## src/hw/gpdc_pkg.sv

```systemverilog
// shared constants and types of the gate pre-driver control block
package gpdc_pkg;
	// ------------------------------------------------------------
	// clock and timing
	// ------------------------------------------------------------
	localparam int CLK_PERIOD_NS = 40;
	// current-limit periods per limit-time code, in ns (plain defaults)
	localparam int LIMIT_CODE0_NS = 1000;
	localparam int LIMIT_CODE1_NS = 2000;
	localparam int LIMIT_CODE2_NS = 4000;
	// least times round up to whole cycles
	localparam int LIMIT_CODE0_CYC = (LIMIT_CODE0_NS + CLK_PERIOD_NS - 1) / CLK_PERIOD_NS;
	localparam int LIMIT_CODE1_CYC = (LIMIT_CODE1_NS + CLK_PERIOD_NS - 1) / CLK_PERIOD_NS;
	localparam int LIMIT_CODE2_CYC = (LIMIT_CODE2_NS + CLK_PERIOD_NS - 1) / CLK_PERIOD_NS;
	localparam int LIMIT_CNT_W = 8;
	localparam logic [1:0] LIMIT_NONE = 2'h3;

	// ------------------------------------------------------------
	// register map (byte addresses) and field positions
	// ------------------------------------------------------------
	localparam logic [7:0] ADDR_PUMP_RELAY = 8'h00;
	localparam logic [7:0] ADDR_OVERLAP = 8'h04;
	localparam logic [7:0] ADDR_STATUS = 8'h08;
	localparam logic [7:0] ADDR_MASK = 8'h0c;
	localparam int ADDR_W = 8;
	localparam int BIT_PUMP_OFF = 0;
	localparam int BIT_RELAY_LO = 1;
	localparam int BIT_LIMIT_LO = 4;
	localparam int BIT_OPTION = 3;
	localparam int BIT_PUMP_RUN = 4;
	localparam int BIT_PUMP_SW = 5;
	localparam logic [1:0] LIMIT_RESET = 2'h3;
	localparam logic [1:0] HTRANS_NONSEQ = 2'h2;
	localparam logic [1:0] HRESP_OKAY = 2'h0;

	// ------------------------------------------------------------
	// carriers
	// ------------------------------------------------------------
	typedef struct packed {
		logic high;
		logic low;
	} gpdc_pair_t;

	typedef struct packed {
		logic pump_off;
		logic [2:0] relay_cmd;
		logic [1:0] limit_time;
	} gpdc_ctrl_t;
endpackage : gpdc_pkg

```

## src/hw/gpdc_top.sv

```systemverilog
// gate pre-driver control: phase gating, overlap detection, pump switch, relays, AHB-Lite registers
`timescale 1ns/100ps
// Overview of operation
// RQ1: pump stops while high-side pump voltage reaches battery plus margin.
// RQ2: pump supply switch opens whenever VCC undervoltage is detected.
// RQ3: software bit commands the pump supply switch off.
// RQ4: pump stays stopped whenever the supply switch is off.
// RQ5: relay outputs low when relay enable low, else follow own command bit.
// RQ6: three high and three low channels, each from its own input.
// RQ7: two-bit limit code; 11 none, 00-10 limit for a period after transitions.
// RQ8: phase enable low forces both gates of that phase low.
// RQ9: enabled phase without both inputs high, gates follow inputs.
// RQ10: both inputs high, inhibit-disable low: both gates forced low.
// RQ11: inhibit case sets overlap error only with option bit, even when disabled.
// RQ12: inhibit-disable high: no detection, both high drives both gates high.
// RQ13: diagnosis pin follows the overlap error bits.
// RQ14: overlap error stays set until software writes its clear bit.
// RQ15: mid-supply resistor connected only during initial diagnosis.
// RQ16: settings and status clocked, reset by power-on reset.
module gpdc_top #(
	parameter int NPH = 3
) (
	input wire logic hclk,
	input wire logic hresetn,
	input wire logic hsel,
	input wire logic [31:0] haddr,
	input wire logic [1:0] htrans,
	input wire logic hwrite,
	input wire logic [2:0] hsize,
	input wire logic [31:0] hwdata,
	input wire logic hready,
	output logic hreadyout,
	output logic [31:0] hrdata,
	output logic hresp,
	input wire gpdc_pkg::gpdc_pair_t [2:0] phase_in,
	input wire logic [2:0] gate_en,
	input wire logic gate_en_relay,
	input wire logic vcc_undervoltage,
	input wire logic pump_overvoltage,
	input wire logic initial_diag_active,
	output gpdc_pkg::gpdc_pair_t [2:0] phase_gate,
	output logic [2:0] relay_out,
	output logic pump_switch_on,
	output logic pump_run,
	output logic current_limit_on,
	output logic midpoint_resistor_on,
	output logic diagnosis_pin_n,
	output logic irq
);
	import gpdc_pkg::*;

	// ------------------------------------------------------------
	// elaboration checks
	// ------------------------------------------------------------
	if (NPH != 3) begin : g_bad_nph
		$error("gpdc_top supports exactly three phases");
	end

	// ------------------------------------------------------------
	// bus slave
	// ------------------------------------------------------------
	logic wr_pend;
	logic [ADDR_W-1:0] wr_addr;
	logic next_wr_pend;
	logic [ADDR_W-1:0] next_wr_addr;
	logic [31:0] next_hrdata;
	logic addr_ok;
	logic wr_ctrl, wr_ovl, wr_stat, wr_mask;

	gpdc_ctrl_t ctrl, next_ctrl;
	logic [2:0] inhibit_dis, next_inhibit_dis;
	logic flag_option, next_flag_option;
	logic [2:0] ovl_err, next_ovl_err;
	logic [2:0] mask, next_mask;
	logic [2:0] ovl_set;

	// address phase is captured; only whole-word accesses are decoded
	always_comb begin
		addr_ok = hsel && hready && htrans == HTRANS_NONSEQ && hsize == 3'h2;
		next_wr_pend = addr_ok && hwrite;
		next_wr_addr = haddr[ADDR_W-1:0];
		next_hrdata = hrdata;
		if (addr_ok && !hwrite) begin
			next_hrdata = 32'h0;
			case (haddr[ADDR_W-1:0])
				ADDR_PUMP_RELAY: next_hrdata[5:0] = {ctrl.limit_time, ctrl.relay_cmd, ctrl.pump_off};
				ADDR_OVERLAP: next_hrdata[3:0] = {flag_option, inhibit_dis};
				ADDR_STATUS: begin
					next_hrdata[2:0] = ovl_err;
					next_hrdata[BIT_PUMP_RUN] = pump_run;
					next_hrdata[BIT_PUMP_SW] = pump_switch_on;
				end
				ADDR_MASK: next_hrdata[2:0] = mask;
				default: next_hrdata = 32'h0; // unmapped reads zero
			endcase
		end
		wr_ctrl = wr_pend && wr_addr == ADDR_PUMP_RELAY;
		wr_ovl = wr_pend && wr_addr == ADDR_OVERLAP;
		wr_stat = wr_pend && wr_addr == ADDR_STATUS;
		wr_mask = wr_pend && wr_addr == ADDR_MASK;
	end

	always_ff @(posedge hclk or negedge hresetn) begin
		if (!hresetn) begin
			wr_pend <= 1'b0;
			wr_addr <= '0;
			hrdata <= 32'h0;
			hreadyout <= 1'b1;
			hresp <= 1'b0;
		end else begin
			wr_pend <= next_wr_pend;
			wr_addr <= next_wr_addr;
			hrdata <= next_hrdata;
			hreadyout <= 1'b1; // zero-wait slave, always OKAY
			hresp <= HRESP_OKAY[0];
		end
	end

	// ------------------------------------------------------------
	// settings and overlap status
	// ------------------------------------------------------------
	always_comb begin
		next_ctrl = ctrl;
		next_inhibit_dis = inhibit_dis;
		next_flag_option = flag_option;
		next_mask = mask;
		if (wr_ctrl) begin
			next_ctrl.pump_off = hwdata[BIT_PUMP_OFF]; // see RQ3
			next_ctrl.relay_cmd = hwdata[BIT_RELAY_LO +: 3];
			next_ctrl.limit_time = hwdata[BIT_LIMIT_LO +: 2];
		end
		if (wr_ovl) begin
			next_inhibit_dis = hwdata[2:0];
			next_flag_option = hwdata[BIT_OPTION];
		end
		if (wr_mask)
			next_mask = hwdata[2:0];
		// a fresh overlap wins over a clear in the same cycle
		next_ovl_err = (ovl_err & ~(wr_stat ? hwdata[2:0] : 3'h0)) | ovl_set; // see RQ14
	end

	always_ff @(posedge hclk or negedge hresetn) begin // see RQ16
		if (!hresetn) begin
			ctrl <= '{pump_off: 1'b0, relay_cmd: 3'h0, limit_time: LIMIT_RESET};
			inhibit_dis <= 3'h0;
			flag_option <= 1'b0;
			ovl_err <= 3'h0;
			mask <= 3'h0;
		end else begin
			ctrl <= next_ctrl;
			inhibit_dis <= next_inhibit_dis;
			flag_option <= next_flag_option;
			ovl_err <= next_ovl_err;
			mask <= next_mask;
		end
	end

	// ------------------------------------------------------------
	// phase gating, one slice per phase
	// ------------------------------------------------------------
	gpdc_pair_t [2:0] next_gate;

	for (genvar p = 0; p < 3; p++) begin : g_phase
		logic both;
		assign both = phase_in[p].high && phase_in[p].low;
		// overlap counts even with the phase disabled
		assign ovl_set[p] = both && !inhibit_dis[p] && flag_option; // see RQ11
		always_comb begin
			if (!gate_en[p])
				next_gate[p] = '{high: 1'b0, low: 1'b0}; // see RQ8
			else if (both && !inhibit_dis[p])
				next_gate[p] = '{high: 1'b0, low: 1'b0}; // see RQ10
			else
				next_gate[p] = phase_in[p]; // see RQ9 see RQ12 see RQ6
		end
	end

	// ------------------------------------------------------------
	// current-limit timer, pump, relays, diagnosis
	// ------------------------------------------------------------
	logic [LIMIT_CNT_W-1:0] limit_cnt, next_limit_cnt;
	logic next_pump_sw, next_pump_run;
	logic [2:0] next_relay;

	function automatic logic [LIMIT_CNT_W-1:0] limit_cycles(input logic [1:0] code);
		case (code)
			2'h0: limit_cycles = LIMIT_CNT_W'(LIMIT_CODE0_CYC);
			2'h1: limit_cycles = LIMIT_CNT_W'(LIMIT_CODE1_CYC);
			2'h2: limit_cycles = LIMIT_CNT_W'(LIMIT_CODE2_CYC);
			default: limit_cycles = '0;
		endcase
	endfunction : limit_cycles

	always_comb begin
		// timer restarts on any gate edge; code 11 keeps the preset current
		if (ctrl.limit_time == LIMIT_NONE)
			next_limit_cnt = '0; // see RQ7
		else if (next_gate != phase_gate)
			next_limit_cnt = limit_cycles(ctrl.limit_time); // see RQ7
		else if (limit_cnt != '0)
			next_limit_cnt = limit_cnt - 1'b1;
		else
			next_limit_cnt = '0;
		next_pump_sw = !vcc_undervoltage && !ctrl.pump_off; // see RQ2 see RQ3
		next_pump_run = next_pump_sw && !pump_overvoltage; // see RQ1 see RQ4
		next_relay = gate_en_relay ? ctrl.relay_cmd : 3'h0; // see RQ5
	end

	always_ff @(posedge hclk or negedge hresetn) begin
		if (!hresetn) begin
			phase_gate <= '0;
			limit_cnt <= '0;
			current_limit_on <= 1'b0;
			pump_switch_on <= 1'b0;
			pump_run <= 1'b0;
			relay_out <= 3'h0;
			midpoint_resistor_on <= 1'b0;
			diagnosis_pin_n <= 1'b1;
			irq <= 1'b0;
		end else begin
			phase_gate <= next_gate;
			limit_cnt <= next_limit_cnt;
			current_limit_on <= next_limit_cnt != '0;
			pump_switch_on <= next_pump_sw;
			pump_run <= next_pump_run;
			relay_out <= next_relay;
			midpoint_resistor_on <= initial_diag_active; // see RQ15
			diagnosis_pin_n <= ~|next_ovl_err; // see RQ13
			irq <= |(next_ovl_err & next_mask);
		end
	end
endmodule : gpdc_top

```

## config.mk

```make
export PLATFORM = sky130hd
export DESIGN_NAME = gpdc_top
export DESIGN_NICKNAME = d
export VERILOG_FILES = /design/src/hw/gpdc_pkg.sv /design/src/hw/gpdc_top.sv
export SDC_FILE = /design/constraint.sdc
export NUM_CORES = 1
export LEC_CHECK = 0
export BUFFER_PORTS_ARGS = -buffer_cell sky130_fd_sc_hd__buf_2
export CAP_MARGIN = 20
export CORE_ASPECT_RATIO = 1.4
export CORE_MARGIN = 2
export CORE_UTILIZATION = 35
export CTS_BUF_LIST = sky130_fd_sc_hd__clkbuf_4
export DETAILED_ROUTE_END_ITERATION = 16
export GPL_ROUTABILITY_DRIVEN = 0
export GPL_TIMING_DRIVEN = 0
export SLEW_MARGIN = 25
export SYNTH_ARGS = -nofsm -noshare
export SYNTH_HDL_FRONTEND = slang
export SYNTH_SLANG_ARGS = --single-unit
```

## constraint.sdc

```tcl
create_clock -name hclk -period 3.6 [get_ports hclk]
set_clock_uncertainty 0.2 [all_clocks]
set_input_delay 0.18 -clock hclk [delete_from_list [all_inputs] [get_ports hclk]]
set_output_delay 0.18 -clock hclk [all_outputs]
set_load 0.05 [all_outputs]
```

==> impl_metrics.csv <==
group,metric,value,unit
status,outcome,"completed",
setup_path,rrSetupSlack,1240,ps
route,firstDrtPassIters,4,
synthesis,ys_top_cells_by_count,"51 x dfrtp_1, 28 x buf_4, 28 x nand2_1",
clocking,path_clk_slew,160,ps
timing,tightestPinTransition,732,ps
setup_path,rr_endpoint,"irq",
synthesis,yosys.area_share.xor_xnor,0.0190,
clocking,cts-htree-levels,2,
synthesis,yosys-top-cells-area,"dfrtp_1 46%, buf_4 7.6%, mux2_2 4.5%",
grt,grt_pass1_wl,9560,um
route,route.detailed.drc,0,
setup_path,worst_r2r_path_depth,5,
floorplanning,die_area,8640,um^2
power_and_ir_drop,powerDensity,325,nW/um^2
grt,antenna_found_initial,0,
floorplanning,num_rows,38,
synthesis,synth-edff-count,0,
synthesis,synth_flop_cell,"dfrtp_1",
synthesis,synth-compound-area-share,0.0687,
place,place_ws,1260,ps
power_and_ir_drop,ir_drop,0.177,mV
synthesis,synth.top_cell.area_share,0.461,
clocking,cts_buffers,5,
setup_path,cp-endpoint,"irq",
synthesis,synth_top_family_by_area,"simple AND/OR/NAND/NOR gates",
synthesis,synth_cell_types,47,
finish,diodes,0,
hold_path,hold_depth,5,
finish,drive_gt1_frac,0.309,
place,hpwl,4400,um
setup_path,crit_path_start,"wr_addr[5]",
run,drv_cap,0,
route,antenna_left,0,
setup_path,critPathLaunchType,"register",
setup_path,endpoint_kind,"register",
synthesis,seq_area_frac_synth,0.490,
hold_path,hold_class,"in -> reg",
route,num_vias,2162,
synthesis,synth_top_area_cell,"dfrtp_1",
grt,grt_pass1_vias,2153,
timing,fmax,0.425,GHz
clocking,cts.path.max_buffers,2,
grt,globalRoute.totalOverflow,0,
timing,setup_viol,0,
timing,whs,30.2,ps
timing,rsz0062_at_grt,"no",
setup_path,worstPathArrival,2430,ps
timing,post-route-period-util,0.654,
route,wl_per_cell,12.4,um
synthesis,yosysMostFrequentCell,"dfrtp_1",
finish,n_fill_cell,764,
synthesis,synth-async-reset-ratio,1.00,
synthesis,yosys.area_share.simple,0.184,
setup_path,r2r-start,"wr_addr[5]",
finish,nNetsFinal,475,
grt,grt.total_usage,0.143,
grt,grt_max_degree,55,
power_and_ir_drop,power,1200,uW
setup_path,path_class,"reg -> reg",
finish,stdcell_count,482,
floorplanning,initial_core_util,0.359,
clocking,cts_resized,0,
route,routed_wl,5960,um
clocking,clock_latency,380,ps
clocking,cts.sinks,54,
timing,final_max_slew_viol_count,0,
clocking,cts_tree,"yes",
setup_path,path_max_fanout,4,
timing,timing.setup.tns,0,ps
synthesis,avgSynthCellArea,10.8,um^2
floorplanning,design.core.area,7700,um^2
synthesis,yosys_warnings,0,
timing,hold_viol_final,0,
power_and_ir_drop,p_leak,0.00187,uW
place,placedCellCount,440,
floorplanning,fp.dieW,79.1,um
floorplanning,io_pins,136,
setup_path,crit_required,3670,ps
floorplanning,dieHeight,109,um
clocking,cts_setup_buffers,0,
timing,timing.slew.headroom,0.508,
timing,setup_ws,1240,ps
place,port_buffers,57,
synthesis,synth_seq_cells,54,
synthesis,syn_area,2770,um^2
synthesis,syn_inst,257,
timing,min_period,2360,ps
clocking,cts_root_buffer,"clkbuf_4",
route,viasPerCell,4.49,
synthesis,synth_mux_area_frac,0.109,
synthesis,synthAdderAreaFrac,0.0317,
route,drt-initial-drc-count,58,
finish,syn_to_final_growth,33.7,%
==> worst max-delay path: stages (launching register included) <==
cell and delay [ps]:
dfrtp_1 400, or4_4 570, nor3_2 290, mux2_2 380, and2_1 130, a221o_1 270
==> layout by cell type (no fill, tap or decap), types with 7 or more instances in the layout <==
master / Yosys / final
nand2_1: 28 / 28
mux2i_1: 11 / 11
mux2_2: 11 / 11
nand3_1: 9 / 9
buf_4: 28 / 29
nor2_1: 10 / 10
o21ai_0: 9 / 9
buf_2: 1 / 57
a21oi_1: 7 / 7
ha_1: 7 / 7
inv_1: 10 / 10
conb_1: 2 / 28
dlygate4sd3_1: 0 / 34
dfrtp_1: 51 / 51
==> kinds of logic after synthesis <==
| kind of cell | count (synthesis) |
|---|---|
| multiplexers | 25 |
| other | 2 |
| buffers and inverters | 42 |
| adder cells (fa/ha/maj) | 7 |
| AND/OR/NAND/NOR | 92 |
| flip-flops | 54 |
| XOR/XNOR | 6 |
| AO/OA/AOI/OAI | 29 |
==> power by group <==
part	total, uW	internal, uW	switching (uW)
Sequential	633	621	12.0
Clock	343	148	195
Combinational	228	86.7	141
==> per-stage QoR <==
stage / cell area [um^2] / util
after floorplan: 2860 / -
after global placement: 3270 / 0.425
after detailed placement: 3280 / 0.425
after CTS: 3700 / 0.480
after global routing: 3700 / 0.480
final: 3700 / 0.480
==> worst min path at each step <==
stage	from	end	slack (ps)
floorplan	hresetn	ctrl[2]	-320
global placement	initial_diag_active	midpoint_resistor_on	90
detailed placement	hresetn	limit_cnt[0]	70
CTS	htrans[0]	hrdata[5]	20
global route	phase_in[0]	phase_gate[1]	40
finish	htrans[0]	hrdata[5]	30
==> timing repair <==
| action | CTS | global route |
|---|---|---|
| endpoints found under the hold margin | 93 | 0 |
| setup endpoints to repair | 0 | 0 |
| hold buffers | 34 | 0 |
==> cell type report <==
type                    count  area (um^2)  area share
plain buffers              32          226      0.0612
clock buffers               5         37.5      0.0101
clock inverters             3         43.8      0.0118
inverters                  10         37.5      0.0101
multi-input cells         187         1240       0.337
flip-flops and latches     54         1360       0.366
well taps                 100          125      0.0338
repair buffers             91          628       0.170
==> per-layer routing <==
layer / GRT usage / vias to the layer above / wire [um]
met1: 0.155 / 1023 / 2400
met3: 0.0273 / 10 / 218
met2: 0.274 / 47 / 3250
li1: - / 1082 / -
met5: 0 / - / 0
met4: 0.0517 / 0 / 95
==> sequential cells by signal, summed over array words and instances (netlist names) <==
name	cells
current_limit_on	1
midpoint_resistor_on	1
pump_run	1
hrdata	6
wr_addr	8
pump_switch_on	1
inhibit_dis	3
diagnosis_pin_n	1
flag_option	1
wr_pend	1
irq	1
ctrl	6
limit_cnt	8
relay_out	3
mask	3
ovl_err	3
phase_gate	6
Power figures use the tool's default switching activity.
